<file path="src/map_pkg.sv">
// Shared constants, register map and carrier types of the matrix address port.
package map_pkg;

  // ************************************************************
  // Register map
  // ************************************************************
  localparam logic [3:0] MAP_ROW_DATA_ADDR = 4'h0;
  localparam logic [3:0] MAP_ROW_CTRL_ADDR = 4'h1;
  localparam logic [3:0] MAP_ROW_CFG_ADDR = 4'h2;
  localparam logic [3:0] MAP_COL_DATA_ADDR = 4'h3;
  localparam logic [3:0] MAP_COL_CTRL_ADDR = 4'h4;
  localparam logic [3:0] MAP_COL_CFG_ADDR = 4'h5;
  localparam logic [3:0] MAP_PSU_STAT_ADDR = 4'h6;
  localparam logic [3:0] MAP_SELECT_ADDR = 4'h7;

  // ************************************************************
  // Field positions and values after reset
  // ************************************************************
  localparam int MAP_CFG_INIT_BIT = 0;
  localparam int MAP_CFG_LINE2_BIT = 1;
  localparam int MAP_CFG_DIR_BIT = 1;
  localparam int MAP_CFG_SAMPLE_BIT = 2;
  localparam int MAP_SEL_UNIT_BIT = 7;
  localparam int MAP_COL_AUX_DIS_BIT = 5;
  localparam logic [7:0] MAP_PORT_RST = 8'hFF;
  localparam logic [7:0] MAP_RDATA_RST = 8'h00;
  localparam logic [5:0] MAP_SEL_LIMIT = 6'h28;
  localparam logic [1:0] MAP_SETTLE_CYC = 2'h3;

  // ************************************************************
  // Types
  // ************************************************************
  typedef enum logic [1:0] {
    MAP_IDLE = 2'b00,
    MAP_TURN = 2'b01,
    MAP_GRAB = 2'b10,
    MAP_BACK = 2'b11
  } map_samp_e;

  typedef struct packed {
    logic [7:0] row_data;
    logic [7:0] row_ctrl;
    logic row_init;
    logic row_line2;
    logic [7:0] col_data;
    logic [7:0] col_ctrl;
    logic col_init;
    logic col_dir_in;
    logic [7:0] psu_status;
    map_samp_e samp;
    logic [1:0] cnt;
    logic [7:0] rdata;
    logic [7:0] aux_out;
    logic aux_oe;
    logic col_aux_dis;
  } map_state_s;

  // Group buffer order for the five address groups of eight lines.
  function automatic logic [2:0] map_group_buf(input logic [2:0] grp);
    logic [2:0] b;
    b = 3'h0;
    case (grp)
      3'h0: b = 3'h0;
      3'h1: b = 3'h2;
      3'h2: b = 3'h4;
      3'h3: b = 3'h1;
      3'h4: b = 3'h3;
      default: b = 3'h0;
    endcase
    return b;
  endfunction

endpackage

</file>
<file path="src/map_group_drive.sv">
// Output stage of the group buffers of one port unit.
`timescale 1ns/1ps
module map_group_drive #(
  parameter int LINES = 8,
  parameter int GROUPS = 5
) (
  input wire logic ref_clk,                   // System clock.
  input wire logic sys_rst,                   // Synchronous reset, active high.
  input wire logic drive_ok,                  // Port lines configured as outputs.
  input wire logic [LINES-1:0] data,          // Select data port value.
  input wire logic [GROUPS-1:0] en_n,         // Group enables, active low.
  output logic [GROUPS-1:0] oe,               // Group buffer drives its lines.
  output logic [GROUPS*LINES-1:0] q           // Group lines, idle high.
);
  import map_pkg::*;

  typedef struct packed {
    logic [GROUPS-1:0] oe;
    logic [GROUPS*LINES-1:0] q;
  } map_gd_state_s;

  map_gd_state_s st_reg;
  map_gd_state_s st_next;

  // Only the lowest enabled buffer drives, so two groups never pull low together.
  always_comb begin
    logic found;
    found = 1'b0;
    st_next.oe = '0;
    st_next.q = '1;
    for (int g = 0; g < GROUPS; g++) begin
      if (drive_ok && !en_n[g] && !found) begin
        found = 1'b1;
        st_next.oe[g] = 1'b1;
        st_next.q[g*LINES +: LINES] = data;
      end
    end
  end

  always_ff @(posedge ref_clk) begin
    if (sys_rst) begin
      st_reg.oe <= '0;
      st_reg.q <= '1;
    end else begin
      st_reg <= st_next;
    end
  end

  assign oe = st_reg.oe;
  assign q = st_reg.q;
endmodule

</file>
<file path="src/map_sync.sv">
// Two-flop synchroniser for pin inputs.
`timescale 1ns/1ps
module map_sync #(
  parameter int WIDTH = 8
) (
  input wire logic ref_clk,               // System clock.
  input wire logic sys_rst,               // Synchronous reset, active high.
  input wire logic [WIDTH-1:0] async_in,  // Raw pin level.
  output logic [WIDTH-1:0] sync_out       // Level safe to read.
);
  import map_pkg::*;

  typedef struct packed {
    logic [WIDTH-1:0] s1;
    logic [WIDTH-1:0] s2;
  } map_sync_state_s;

  map_sync_state_s st_reg;
  map_sync_state_s st_next;

  always_comb begin
    st_next.s1 = async_in;
    st_next.s2 = st_reg.s1;
  end

  always_ff @(posedge ref_clk) begin
    if (sys_rst) begin
      st_reg <= '0;
    end else begin
      st_reg <= st_next;
    end
  end

  assign sync_out = st_reg.s2;

endmodule

</file>
<file path="src/matrix_address_port.sv">
// Row and column address port units of the switch matrix controller.
`timescale 1ns/1ps

// Notes on behaviour
// - Row data port writes select data, control enables
// - Side B line two enables row auxiliary buffer
// - Row init makes data, control, line two outputs
// - Buffers toggle between active and high impedance
// - Control bits 0-4 enable group buffers 0-4
// - Row auxiliary carries data 0-3, control 4-7
// - Selection encoded 1-of-8 low plus buffer code
// - Row groups map to buffers 0,2,4,1,3
// - Exactly one output low across five buffers; only the lowest enabled buffer drives, data port as written
// - Phases 1-3 on control bits 5-7 via auxiliary
// - Buffers high impedance until unit initialized
// - Column data port writes select, control enables
// - Column init makes data, control lines outputs
// - Status read: data port input, sample, restore
// - Column auxiliary input buffer, disabled by bit 5
// - Column groups map to buffers 0,2,4,1,3
// - Supply status on bits 0-2 or bit 0
module matrix_address_port #(
  parameter int SUPPLIES = 3
) (
  input wire logic ref_clk,                 // System clock, 125 MHz.
  input wire logic sys_rst,                 // Synchronous reset, active high.
  input wire logic [3:0] addr,              // Register address.
  input wire logic [7:0] wr_data,           // Register write data.
  input wire logic wr_en,                   // Write strobe.
  input wire logic rd_en,                   // Read strobe.
  output logic [7:0] rd_data,               // Read data, cycle after the strobe.
  output logic [4:0] row_group_oe,          // Row group buffers driving.
  output logic [39:0] row_group_q,          // Row select lines, active low.
  output logic [7:0] row_aux_q,             // Row auxiliary buffer lines.
  output logic row_aux_oe,                  // Row auxiliary buffer driving.
  output logic [4:0] col_group_oe,          // Column group buffers driving.
  output logic [39:0] col_group_q,          // Column select lines, active low.
  output logic col_aux_disable,             // Column status buffer disable.
  input wire logic [7:0] psu_status_in      // Supply status contacts.
);
  import map_pkg::*;

  // ************************************************************
  // State
  // ************************************************************
  // Variants with a single supply input leave the upper status lines unread.
  localparam logic [7:0] PSU_MASK = (SUPPLIES == 3) ? 8'h07 : 8'h01;

  map_state_s st_reg;
  map_state_s st_next;
  logic [7:0] psu_sync;
  logic sel_ok;
  logic [2:0] sel_buf;
  logic [4:0] sel_en_n;
  logic [7:0] sel_code;
  logic samp_start;

  map_sync #(
    .WIDTH(8)
  ) u_psu_sync (
    .ref_clk(ref_clk),
    .sys_rst(sys_rst),
    .async_in(psu_status_in),
    .sync_out(psu_sync)
  );

  // ************************************************************
  // Selection encoder
  // ************************************************************
  // Index 0..39 picks one of forty lines; its group of eight picks the buffer.
  always_comb begin
    sel_ok = wr_data[5:0] < MAP_SEL_LIMIT;
    sel_buf = map_group_buf(wr_data[5:3]);
    sel_en_n = ~(5'h01 << sel_buf);
    sel_code = ~(8'h01 << wr_data[2:0]);
  end

  // A start counts only from idle with the unit initialised; a repeat start is dropped.
  assign samp_start = wr_en && addr == MAP_COL_CFG_ADDR && wr_data[MAP_CFG_SAMPLE_BIT]
    && st_reg.samp == MAP_IDLE && st_reg.col_init;

  // ************************************************************
  // Register file and status sampling
  // ************************************************************
  always_comb begin
    st_next = st_reg;
    st_next.rdata = MAP_RDATA_RST;
    // Port registers only change on a write, so phase timing is software's alone.
    if (wr_en) begin
      case (addr)
        MAP_ROW_DATA_ADDR: st_next.row_data = wr_data;
        MAP_ROW_CTRL_ADDR: st_next.row_ctrl = wr_data;
        MAP_ROW_CFG_ADDR: begin
          st_next.row_init = wr_data[MAP_CFG_INIT_BIT];
          st_next.row_line2 = wr_data[MAP_CFG_LINE2_BIT];
        end
        MAP_COL_DATA_ADDR: st_next.col_data = wr_data;
        MAP_COL_CTRL_ADDR: st_next.col_ctrl = wr_data;
        MAP_COL_CFG_ADDR: begin
          // The direction is refused while an automatic read owns it.
          if (st_reg.samp == MAP_IDLE) begin
            st_next.col_init = wr_data[MAP_CFG_INIT_BIT];
            st_next.col_dir_in = wr_data[MAP_CFG_DIR_BIT];
          end
        end
        MAP_SELECT_ADDR: begin
          if (sel_ok && !wr_data[MAP_SEL_UNIT_BIT]) begin
            st_next.row_data = sel_code;
            st_next.row_ctrl = {st_reg.row_ctrl[7:5], sel_en_n};
          end else if (sel_ok) begin
            st_next.col_data = sel_code;
            st_next.col_ctrl = {st_reg.col_ctrl[7:5], sel_en_n};
          end
        end
        default: begin
        end
      endcase
    end
    if (rd_en) begin
      case (addr)
        MAP_ROW_DATA_ADDR: st_next.rdata = st_reg.row_data;
        MAP_ROW_CTRL_ADDR: st_next.rdata = st_reg.row_ctrl;
        MAP_ROW_CFG_ADDR: st_next.rdata = {6'h00, st_reg.row_line2, st_reg.row_init};
        MAP_COL_DATA_ADDR: st_next.rdata = st_reg.col_data;
        MAP_COL_CTRL_ADDR: st_next.rdata = st_reg.col_ctrl;
        MAP_COL_CFG_ADDR: begin
          st_next.rdata = {5'h00, st_reg.samp != MAP_IDLE, st_reg.col_dir_in, st_reg.col_init};
        end
        MAP_PSU_STAT_ADDR: st_next.rdata = st_reg.psu_status;
        default: st_next.rdata = MAP_RDATA_RST;
      endcase
    end
    // Status is taken only while the data port listens and the status buffer is on.
    if (st_reg.col_init && st_reg.col_dir_in && !st_reg.col_ctrl[MAP_COL_AUX_DIS_BIT]) begin
      st_next.psu_status = psu_sync & PSU_MASK;
    end
    // The wait covers the synchroniser so the captured value is fresh.
    unique case (st_reg.samp)
      MAP_IDLE: begin
        if (samp_start) begin
          st_next.samp = MAP_TURN;
          st_next.col_dir_in = 1'b1;
          st_next.cnt = MAP_SETTLE_CYC - 2'h1;
        end
      end
      MAP_TURN: begin
        if (st_reg.cnt == 2'h0) begin
          st_next.samp = MAP_GRAB;
        end else begin
          st_next.cnt = st_reg.cnt - 2'h1;
        end
      end
      MAP_GRAB: begin
        st_next.samp = MAP_BACK;
        st_next.col_dir_in = 1'b0;
      end
      MAP_BACK: st_next.samp = MAP_IDLE;
    endcase
    // Auxiliary buffers follow the next register values so pins change with them.
    st_next.aux_out = {st_next.row_ctrl[7:4], st_next.row_data[3:0]};
    st_next.aux_oe = st_next.row_init && !st_next.row_line2;
    st_next.col_aux_dis = !st_next.col_init || st_next.col_ctrl[MAP_COL_AUX_DIS_BIT];
  end

  always_ff @(posedge ref_clk) begin
    if (sys_rst) begin
      st_reg.row_data <= MAP_PORT_RST;
      st_reg.row_ctrl <= MAP_PORT_RST;
      st_reg.row_init <= 1'b0;
      st_reg.row_line2 <= 1'b1;
      st_reg.col_data <= MAP_PORT_RST;
      st_reg.col_ctrl <= MAP_PORT_RST;
      st_reg.col_init <= 1'b0;
      st_reg.col_dir_in <= 1'b0;
      st_reg.psu_status <= MAP_RDATA_RST;
      st_reg.samp <= MAP_IDLE;
      st_reg.cnt <= 2'h0;
      st_reg.rdata <= MAP_RDATA_RST;
      st_reg.aux_out <= MAP_PORT_RST;
      st_reg.aux_oe <= 1'b0;
      st_reg.col_aux_dis <= 1'b1;
    end else begin
      st_reg <= st_next;
    end
  end

  // ************************************************************
  // Group buffer stages
  // ************************************************************
  map_group_drive #(
    .LINES(8),
    .GROUPS(5)
  ) u_row_groups (
    .ref_clk(ref_clk),
    .sys_rst(sys_rst),
    .drive_ok(st_reg.row_init),
    .data(st_reg.row_data),
    .en_n(st_reg.row_ctrl[4:0]),
    .oe(row_group_oe),
    .q(row_group_q)
  );

  // A column data port turned to input stops driving its select lines.
  map_group_drive #(
    .LINES(8),
    .GROUPS(5)
  ) u_col_groups (
    .ref_clk(ref_clk),
    .sys_rst(sys_rst),
    .drive_ok(st_reg.col_init && !st_reg.col_dir_in),
    .data(st_reg.col_data),
    .en_n(st_reg.col_ctrl[4:0]),
    .oe(col_group_oe),
    .q(col_group_q)
  );

  assign rd_data = st_reg.rdata;
  assign row_aux_q = st_reg.aux_out;
  assign row_aux_oe = st_reg.aux_oe;
  assign col_aux_disable = st_reg.col_aux_dis;
endmodule

</file>
<file path="config.mk">
export PLATFORM = sky130hd
export DESIGN_NAME = matrix_address_port
export DESIGN_NICKNAME = d
export VERILOG_FILES = /design/src/map_pkg.sv /design/src/map_group_drive.sv /design/src/map_sync.sv /design/src/matrix_address_port.sv
export SDC_FILE = /design/constraint.sdc
export NUM_CORES = 1
export LEC_CHECK = 0
export BUFFER_PORTS_ARGS = -buffer_cell sky130_fd_sc_hd__buf_2
export CORE_MARGIN = 10
export CORE_UTILIZATION = 56
export CTS_BUF_LIST = sky130_fd_sc_hd__clkbuf_2
export DETAILED_ROUTE_END_ITERATION = 7
export PLACE_DENSITY_LB_ADDON = 0.2
export SETUP_SLACK_MARGIN = 0.3
export SLEW_MARGIN = 20
export SYNTH_ARGS = -nofsm -noshare
export SYNTH_HDL_FRONTEND = slang
export SYNTH_HIERARCHICAL = 1
export SYNTH_SLANG_ARGS = --single-unit
</file>
<file path="constraint.sdc">
create_clock -name ref_clk -period 1.86 [get_ports ref_clk]
set_input_delay 0.186 -clock ref_clk [delete_from_list [all_inputs] [get_ports ref_clk]]
set_output_delay 0.186 -clock ref_clk [all_outputs]
set_load 0.01 [all_outputs]
</file>
# == Yosys cells after proc, flatten, opt, wreduce, memory -nomap -nowiden ==
# Index checks and enable logic that the tools add are counted.
# op_classes
n_addsub,1
order_cmp,1
n_eq_ne,20
n_shift,2
muxes,36
n_bitwise,14
n_reduce_logical,78
# op_table
cell,n
8-bit case mux with 2 select lines,4
8-bit case mux with 7 select lines,1
16-bit 2-to-1 mux,3
32-bit 2-to-1 mux,1
1-bit logical AND,27
1-bit logical NOT,23
2-bit OR reduction,11
1-bit 2-to-1 mux,17
4-bit by 3-bit equality test with 1-bit output (second input constant),4
2-bit != test (second input constant),6
1-bit NOT,12
3-bit case mux with 4 select lines,1
3-bit AND reduction,4
2-bit nonzero test,6
2-bit 2-to-1 mux,5
4-bit by 2-bit equality test with 1-bit output (second input constant),2
8-bit NOT,1
2-bit case mux with 4 select lines,1
4-bit AND reduction,2
1-bit by 3-bit << shifter with 8-bit output (first input constant),1
3-bit by 2-bit equality test with 1-bit output (second input constant),2
6-bit less-than comparator (second input constant),1
5-bit NOT,1
1-bit by 3-bit << shifter with 5-bit output (first input constant),1
other kinds (13),15
# word_totals
regBits,157
in_bits,24
out_inout_bits,108
elab_cells,185

# == Longest topological paths before layout ==
# Gate-level depths: netlist of the first run.
# depth
word_depth,17
mapped_depth,7
ltp_nobuf,6

# == By module ==
# The synthesis of the first run kept the hierarchy.
# by_module_without_submodules
module,instances,cells_each,area_each_um2,seq_area_each_um2
matrix_address_port,1,342,2995.4,1061.0
map_group_drive,2,97,1246.2,900.9
map_sync,1,33,464.2,320.3

# == Least setup slack after synthesis of the first run ==
# OpenSTA, ideal clock, no wires.
# synth_path
path_kind,in2reg
start,input wr_data[3]
end,register st_reg[51] (netlist name)
setup_ns,0.122
arrival_ns,1.426
required_ns,1.738
setup_slack_ns,0.312
stages,5
n_path_buf,1
path_cell_list,buf_6 o21a_4 nor4b_4 nor2b_2 a221o_1
# synth_between
elab_chain_len,6
elab_cells_between_ends,13
# synth_lines
element,line_no,text
from (decl),matrix_address_port.sv:28,"input wire logic [7:0] wr_data,"
3-bit equality test (tied with other cells),map_pkg.sv:62,case (grp)
3-bit case mux with 4 select lines,map_pkg.sv:62,
1-bit by 3-bit << shifter with 5-bit output,matrix_address_port.sv:74,sel_en_n = ~(5'h01 << sel_buf);
5-bit NOT,matrix_address_port.sv:74,
16-bit 2-to-1 mux,matrix_address_port.sv:107,if (sel_ok && !wr_data[MAP_SEL_UNIT_BIT]) begin
8-bit case mux with 2 select lines,matrix_address_port.sv:90,case (addr)
to (signal assigned),matrix_address_port.sv:183,st_reg <= st_next;
to (decl),matrix_address_port.sv:49,map_state_s st_reg;
# Several ways; a longest one is shown, not always the timed one. The select of a mux whose other input is x is not followed.
# A chain may end at the register's enable or synchronous reset.

# == Final worst setup path of the first run ==
# layout_path
start,register st_reg[32] (netlist name)
end,register st_reg (netlist bit rd_data[0])
# layout_between
elab_chain_len,1
# layout_lines
element,line_no,text
8-bit case mux with 7 select lines,matrix_address_port.sv:120,case (addr)
# No other way between the ends.

==> results of run 1 <==
[placed cells by master (no fill, tap or decap), types with 11 or more instances in the layout]
cell,instances
a21oi_1,14
buf_2,126
buf_4,32
clkbuf_2,17
dfxtp_1,139
dlygate4sd3_1,17
mux2i_1,18
nand2_1,20
nand2b_1,36
nand3_1,11
nor2_1,38
o21ai_0,13
or3_1,33
or4_1,16
[through the flow]
stage | power, W | worst slack, ns | hold slack (ns) | instances | util, %
finish | 0.00541 | 0.326 | 0.0873 | 838 | 69.9
global route | 0.00562 | 0.274 | 0.0117 | 838 | 69.9
CTS | 0.00541 | 0.293 | 0.0235 | 834 | 69.3
detailed placement | 0.00380 | 0.169 | 0.401 | 784 | 65.0
global placement | 0.00379 | 0.150 | 0.396 | 784 | 65.0
floorplan | 0.00365 | 0.312 | 0.293 | 549 | -
[worst max-delay path, stage by stage, from the launching register on]
cell	delay [ns]
dfxtp_1	0.59
mux2i_1	0.16
nor4b_1	0.34
a31oi_1	0.13
a31oi_1	0.24
[cell type report]
type                       count  area [sq um]  share of cell area [%]
clock inverter                15           124                    1.80
multi-input combinational    339          2400                    35.0
timing repair buffer         175          1040                    15.2
tap                          133           166                    2.42
sequential                   149          3010                    43.8
clock buffer                  17          85.1                    1.24
inverter                      10          37.5                   0.547
[worst max path at each step]
stage	from	end	slack (ns)	cells past startpoint
finish	st_reg[32]	rd_data[0]	0.33	4
global route	st_reg[54]	row_aux_q[4]	0.27	1
detailed placement	addr[0]	rd_data[1]	0.17	5
floorplan	wr_data[3]	st_reg[51]	0.31	5
global placement	addr[3]	st_reg[34]	0.15	5
CTS	row_aux_q[3]	row_aux_q[3]	0.29	1
[power by group through the flow]
stage	Clock, W	Sequential [W]	Combinational [W]
after floorplan	0	0.00333	0.000321
after global placement	0	0.00335	0.000441
after detailed placement	0	0.00335	0.000456
after CTS	0.00164	0.00329	0.000489
after global routing	0.00178	0.00329	0.000549
final	0.00162	0.00328	0.000507
[repair_timing]
action                                  4_1_cts  5_1_grt
cloned                                        1        1
hold buffers                                 17        0
pin swaps                                     1        1
endpoints found under the setup margin       15       26
hold endpoints to repair                     47        0
buffers inserted                              0        3
resized for setup                             9       11
[layer usage]
| layer | routed length (microns) | vias to the layer above | GRT usage [%] |
|---|---|---|---|
| li1 | - | 2261 | - |
| met1 | 6620 | 2264 | 26.0 |
| met2 | 7440 | 276 | 33.8 |
| met3 | 1580 | 22 | 7.07 |
| met4 | 223 | 0 | 5.73 |
| met5 | 0 | - | 0 |
==> impl_metrics.env, run 1 <==
export IMPL_start_util_pct=57.8
export IMPL_n_antenna_cell=0
export IMPL_place_gp_congestion=0.931
export IMPL_grt_overflow_total=0
export IMPL_worstSetupEndpointType="register"
export IMPL_cts_sink_count=149
export IMPL_cts_buffer_depth=2
export IMPL_largest_reg_flops=42
export IMPL_arrival_ns=2.15
export IMPL_finalCritPeriodShare_pct=82.5
export IMPL_fp_dieW_microns=121
export IMPL_p_int_w=0.00384
export IMPL_final_area_sq_um=6870
export IMPL_wl_microns=15900
export IMPL_sequentialPowerShare_pct=60.7
export IMPL_clkLatencyLatePin_ns=0.69
export IMPL_slew_viol_final=0
export IMPL_grt_max_degree=28
export IMPL_root_buffer="clkbuf_2"
export IMPL_port_buffers=126
export IMPL_worstHoldStart="addr[3]"
export IMPL_cts_htree_levels=4
export IMPL_maxCapViolCount=0
export IMPL_critPathLaunchType="register"
export IMPL_cts_tree="built"
export IMPL_vdd_drop_max_uv=409
export IMPL_drt_iter0_markers=640
export IMPL_worst_pin_slew_ns=0.571
export IMPL_track_usage_pct=20.9
export IMPL_fin_tns_setup_ns=0
export IMPL_vias=4823
export IMPL_power_frac_clock_pct=29.9
export IMPL_hold_class="input pin to register"
export IMPL_p_leak_nw=2.69
export IMPL_finClkSkew_ns=0.0211
export IMPL_die_y_microns=121
export IMPL_fillers=810
export IMPL_die_area_sq_um=14600
export IMPL_drtPass1Iterations=6
export IMPL_rsz0062_at_grt="true"
export IMPL_clkTransAtPathRegs_ns=0.22
export IMPL_areaGrowthSynthToFinish_pct=21.0
export IMPL_p_sw_share_pct=29.1
export IMPL_hpwlAfterDp_microns=11200
export IMPL_core_sq_um=9820
export IMPL_ant_nets=0
export IMPL_drc=0
export IMPL_r2r_slack_ns=0.33
export IMPL_drive_gt1_share_pct=33.0
export IMPL_vias_per_cell=5.76
export IMPL_relSlewSlack_pct=61.8
export IMPL_whs_path_depth=3
export IMPL_wire_per_inst_microns=18.9
export IMPL_r2r_end="rd_data[0]"
export IMPL_combPwrFrac_pct=9.4
export IMPL_syn_avg_cell_area_sq_um=10.3
export IMPL_finalHoldViolCount=0
export IMPL_rows=36
export IMPL_synth_area_sq_um=5670
export IMPL_synth_fp_nets=577
export IMPL_power_density_cell_area_nw_per_um2=788
export IMPL_setup_viol=0
export IMPL_critPathKind="register to register"
export IMPL_rr_startpoint="st_reg[32]"
export IMPL_status="completed"
export IMPL_hold_path_end="rd_data[5]"
export IMPL_worst_ep_required_time_ns=2.47
export IMPL_nNetsFinal=720
export IMPL_cts_buffers=17
export IMPL_min_period_ns=1.53
export IMPL_antenna_found_initial=0
export IMPL_ys_warn_count=6
export IMPL_ios=132
export IMPL_worst_r2r_cell_count=4
export IMPL_switchingPower_w=0.00157
export IMPL_fmax_mhz=652
export IMPL_grt_pass1_vias=4603
export IMPL_grt_first_pass_wirelength_microns=24300
export IMPL_crit_fanout=6
export IMPL_postPlaceCellArea_sq_um=6380
export IMPL_netlist_instances=549
Power figures use the tool's default switching activity.
==> run 2, diff against run 1 <==
- CORE_UTILIZATION: 56 -> 51
- clock period: 1.86 -> 1.4 ns (I/O delays scaled with it)
==> impl_metrics.env, run 2 (same netlist as run 1, synthesis figures left out) <==
export IMPL_status="finished with violations"
export IMPL_violations="hold timing, setup timing"
export IMPL_sequentialPowerShare_pct=55.7
export IMPL_cts_buffer_depth=2
export IMPL_power_frac_clock_pct=30.4
export IMPL_rsz0062_at_grt="true"
export IMPL_combPwrFrac_pct=13.9
export IMPL_mostFrequentLayoutCell="buf_4"
export IMPL_arrival_ns=2.07
export IMPL_maxCapViolCount=0
export IMPL_grt_first_pass_wirelength_microns=29100
export IMPL_die_area_sq_um=15700
export IMPL_hold_worst_slack_ns=-0.0926
export IMPL_clkLatencyLatePin_ns=0.73
export IMPL_grt_pass1_vias=5205
export IMPL_hold_class="input pin to register"
export IMPL_power_density_cell_area_nw_per_um2=898
export IMPL_p_sw_share_pct=27.3
export IMPL_cts_htree_levels=4
export IMPL_fp_dieW_microns=125
export IMPL_drc=0
export IMPL_fin_ws_ns=-0.0528
export IMPL_drt_iter0_markers=494
export IMPL_vdd_drop_max_uv=776
export IMPL_finalHoldViolCount=1
export IMPL_start_util_pct=52.3
export IMPL_p_leak_nw=3.58
export IMPL_postPlaceCellArea_sq_um=6900
export IMPL_wl_microns=19500
export IMPL_drtPass1Iterations=6
export IMPL_vias=5339
export IMPL_relSlewSlack_pct=57.9
export IMPL_finClkSkew_ns=0.0344
export IMPL_switchingPower_w=0.00213
export IMPL_worstSetupEndpointType="register"
export IMPL_cts_sink_count=149
export IMPL_antenna_found_initial=0
export IMPL_critPathKind="register to register"
export IMPL_setup_viol=6
export IMPL_grt_max_degree=24
export IMPL_drive_gt1_share_pct=54.3
export IMPL_n_antenna_cell=0
export IMPL_ios=132
export IMPL_core_sq_um=10800
export IMPL_root_buffer="clkbuf_2"
export IMPL_vias_per_cell=5.66
export IMPL_areaGrowthSynthToFinish_pct=53.3
export IMPL_track_usage_pct=22.9
export IMPL_slew_viol_final=0
export IMPL_ant_nets=0
export IMPL_place_gp_congestion=0.931
export IMPL_finalCritPeriodShare_pct=104
export IMPL_fin_tns_setup_ns=-0.119
export IMPL_pre_cts_ws_ns=-0.127
export IMPL_worst_ep_required_time_ns=2.01
export IMPL_cts_tree="built"
export IMPL_cts_buffers=17
export IMPL_grt_overflow_total=0
export IMPL_worst_pin_slew_ns=0.626
export IMPL_rows=38
export IMPL_final_area_sq_um=8690
export IMPL_final_cell_mix="90 x buf_4, 83 x buf_6, 74 x dfxtp_1, 65 x buf_2, 61 x dfxtp_2"
export IMPL_nNetsFinal=818
export IMPL_largest_reg_flops=42
export IMPL_clkTransAtPathRegs_ns=0.22
export IMPL_crit_fanout=2
export IMPL_p_int_w=0.00567
export IMPL_critPathLaunchType="register"
export IMPL_total_power_w=0.00780
export IMPL_wire_per_inst_microns=20.6
export IMPL_cts_hold_buf=26
export IMPL_hpwlAfterDp_microns=12400
export IMPL_fmax_mhz=688
export IMPL_min_period_ns=1.45
export IMPL_port_buffers=126
export IMPL_die_y_microns=125
-- run 2: changes by cell type in the layout (fill, tap and decap cells not counted), moves of 5 or more --
| cell | previous run | this run |
|---|---|---|
| dfxtp_2 | 5 | 61 |
| dlymetal6s4s_1 | 0 | 5 |
| buf_6 | 0 | 83 |
| buf_2 | 126 | 65 |
| buf_12 | 0 | 5 |
| dfxtp_4 | 5 | 14 |
| buf_4 | 32 | 90 |
| dfxtp_1 | 139 | 74 |
-- run 2: critical path, cell delays in order, from the launching register on --
cell	delay (ns)
dfxtp_2	0.37
nor2b_1	0.12
mux4_2	0.50
a221oi_4	0.29
nor2_1	0.08
-- run 2: layer usage --
| metal | global-route usage (%) | share of wire [%] |
|---|---|---|
| met5 | 0 | 0 |
| met4 | 8.06 | 1.9 |
| met3 | 7.39 | 7.3 |
| met2 | 36.0 | 49 |
| met1 | 28.9 | 42 |
-- run 2: timing repair --
action | in CTS | in global routing
pin swaps | 31 | 21
hold endpoints to repair | 64 | 3
setup buffers | 27 | 13
resized for setup | 97 | 139
cloned | 5 | 1
setup endpoints to repair | 195 | 250
-- run 2: final timing paths --
check | start | to | slack [ns] | depth (start not counted)
worst max-delay path | st_reg[23] | rd_data[1] | -0.05 | 4
worst min-delay path | addr[1] | st_reg[37] | -0.09 | 4
worst max register to register | st_reg[23] | rd_data[1] | -0.05 | 4
worst min register to register | u_psu_sync/st_next[0] | u_psu_sync/sync_out[0] | 0.48 | 1
-- run 2: area by class of cell --
class | count | area (sq um)
tap | 140 | 175
clock buffer | 20 | 100
sequential | 149 | 3110
multi-input combinational | 339 | 2780
clock inverter | 12 | 129
fill | 640 | 2150
timing repair buffer | 273 | 2360
inverter | 10 | 37.5
-- run 2: per-stage QoR --
stage / util (%) / instances
2_1_floorplan: - / 549
4_1_cts: 74.4 / 929
3_3_place_gp: 63.6 / 839
3_5_place_dp: 63.6 / 839
6_report: 80.2 / 943
5_1_grt: 80.2 / 943
-- run 2: power by group through the flow --
stage | Clock (W) | Combinational (W) | Sequential, W
after detailed placement | 0 | 0.000738 | 0.00445
after global routing | 0.00255 | 0.00115 | 0.00435
after floorplan | 0 | 0.000513 | 0.00443
final | 0.00237 | 0.00108 | 0.00435
after global placement | 0 | 0.000720 | 0.00445
after CTS | 0.00238 | 0.000936 | 0.00435
==> run 3, diff against run 2 <==
- CORE_MARGIN: 10 -> 2
- CORE_UTILIZATION: 51 -> 49
- CTS_BUF_LIST: sky130_fd_sc_hd__clkbuf_2 -> default
- PLACE_DENSITY: default -> 0.87
- PLACE_DENSITY_LB_ADDON: 0.2 -> default
==> impl_metrics.env, run 3 (same netlist as run 1, synthesis figures left out) <==
export IMPL_arrival_ns=1.78
export IMPL_core_sq_um=11400
export IMPL_grt_pass1_vias=5296
export IMPL_drt_iter0_markers=661
export IMPL_cts_tree="built"
export IMPL_power_frac_clock_pct=45.3
export IMPL_min_period_ns=1.47
export IMPL_fin_ws_ns=-0.0719
export IMPL_drive_gt1_share_pct=51.3
export IMPL_ios=132
export IMPL_vdd_drop_max_uv=943
export IMPL_rsz0062_at_grt="true"
export IMPL_start_util_pct=49.9
export IMPL_die_y_microns=112
export IMPL_rr_startpoint="st_reg[31]"
export IMPL_track_usage_pct=29.8
export IMPL_rows=39
export IMPL_sequentialPowerShare_pct=43.8
export IMPL_grt_overflow_total=0
export IMPL_root_buffer="clkbuf_16"
export IMPL_vias_per_cell=5.88
export IMPL_r2r_end="u_col_groups/q[9]"
export IMPL_drc=0
export IMPL_final_cell_mix="123 x dfxtp_1, 121 x buf_2, 96 x buf_4, 32 x nor2_1, 32 x buf_6"
export IMPL_cts_buffer_depth=2
export IMPL_crit_end="u_col_groups/q[9]"
export IMPL_port_buffers=126
export IMPL_fmax_mhz=679
export IMPL_status="finished with violations"
export IMPL_clkLatencyLatePin_ns=0.43
export IMPL_relSlewSlack_pct=60.3
export IMPL_critPathKind="register to register"
export IMPL_critPathLaunchType="register"
export IMPL_hpwlAfterDp_microns=11400
export IMPL_hold_worst_slack_ns=0.0338
export IMPL_crit_fanout=5
export IMPL_grt_max_degree=24
export IMPL_worst_r2r_cell_count=6
export IMPL_setup_viol=11
export IMPL_worst_ep_required_time_ns=1.71
export IMPL_clkTransAtPathRegs_ns=0.06
export IMPL_power_density_cell_area_nw_per_um2=1170
export IMPL_die_area_sq_um=12500
export IMPL_worst_pin_slew_ns=0.589
export IMPL_vias=5462
export IMPL_finClkSkew_ns=0.0125
export IMPL_p_sw_share_pct=24.4
export IMPL_finalCritPeriodShare_pct=105
export IMPL_cp_startpoint="st_reg[31]"
export IMPL_hold_class="input pin to register"
export IMPL_drtPass1Iterations=5
export IMPL_nNetsFinal=801
export IMPL_maxCapViolCount=0
export IMPL_slew_viol_final=0
export IMPL_cts_sink_count=149
export IMPL_p_leak_nw=3.46
export IMPL_cts_buffers=17
export IMPL_wire_per_inst_microns=21.1
export IMPL_wl_microns=19600
export IMPL_finalHoldViolCount=0
export IMPL_fin_tns_setup_ns=-0.342
export IMPL_final_area_sq_um=8480
export IMPL_fp_dieW_microns=112
export IMPL_grt_first_pass_wirelength_microns=28800
export IMPL_postPlaceCellArea_sq_um=6960
export IMPL_mostFrequentLayoutCell="dfxtp_1"
export IMPL_areaGrowthSynthToFinish_pct=49.5
export IMPL_n_antenna_cell=0
export IMPL_combPwrFrac_pct=10.8
export IMPL_switchingPower_w=0.00243
export IMPL_worstSetupEndpointType="register"
export IMPL_antenna_found_initial=0
export IMPL_r2r_slack_ns=-0.07
export IMPL_ant_nets=0
export IMPL_violations="setup timing"
export IMPL_place_gp_congestion=0.958
export IMPL_largest_reg_flops=42
export IMPL_p_int_w=0.00752
export IMPL_cts_htree_levels=4
run 3: repair_timing:
action,CTS,global route
gates cloned,5,2
gates resized for setup,74,76
hold endpoints to repair,3,0
pin swaps,34,18
setup buffers,25,11
hold buffers,3,0
setup endpoints to repair,96,124
run 3: cell type report:
cell class              count  area [sq um]
inverters                  10          42.5
clock buffers              21           460
fillers                   707          2890
multi-input cells         340          2870
well taps                 143           179
flip-flops and latches    149          3050
repair buffers            255          1760
clock inverters            11           124
run 3: layer usage:
layer	wire length, microns	part of all wire [%]	vias to the layer above	track usage (%)
met5	0	0	-	0
met4	797	4.1	0	12.3
met3	1840	9.4	73	8.71
met2	9620	49	355	50.2
met1	7350	37	2604	35.9
li1	-	-	2430	-
run 3: per-stage QoR:
stage | power [W] | worst slack [ns] | instances | utilization [%]
after floorplan | 0.00494 | -0.0988 | 549 | -
final | 0.00994 | -0.0719 | 929 | 74.6
after global routing | 0.0102 | -0.0923 | 929 | 74.6
after detailed placement | 0.00519 | -0.166 | 851 | 61.2
after global placement | 0.00516 | -0.131 | 851 | 61.2
after CTS | 0.00976 | 0.00616 | 916 | 71.4
run 3: worst min-delay path by stage:
stage                                  endpoint  slack, ns             start  cells past startpoint
after global routing                 st_reg[56]       0.04        wr_data[6]                      3
after CTS                            st_reg[56]       0.02        wr_data[6]                      3
final                                st_reg[56]       0.03        wr_data[6]                      3
after floorplan                      st_reg[37]       0.25           sys_rst                      1
after detailed placement  u_psu_sync/st_next[1]       0.36  psu_status_in[1]                      2
after global placement    u_psu_sync/st_next[2]       0.36  psu_status_in[2]                      2
run 3: power by group through the flow:
stage	Sequential [W]	Combinational (W)	Clock (W)
2_1_floorplan	0.00443	0.000513	0
3_3_place_gp	0.00445	0.000712	0
3_5_place_dp	0.00445	0.000741	0
4_1_cts	0.00435	0.000941	0.00448
5_1_grt	0.00436	0.00112	0.00469
6_report	0.00436	0.00108	0.00451
run 3: critical path, cell delays in order (launching register included):
cell and delay (ns):
dfxtp_2 0.34, nor2b_4 0.20, buf_6 0.13, buf_6 0.09, nor4bb_4 0.29, buf_4 0.22
nand2b_1 0.08
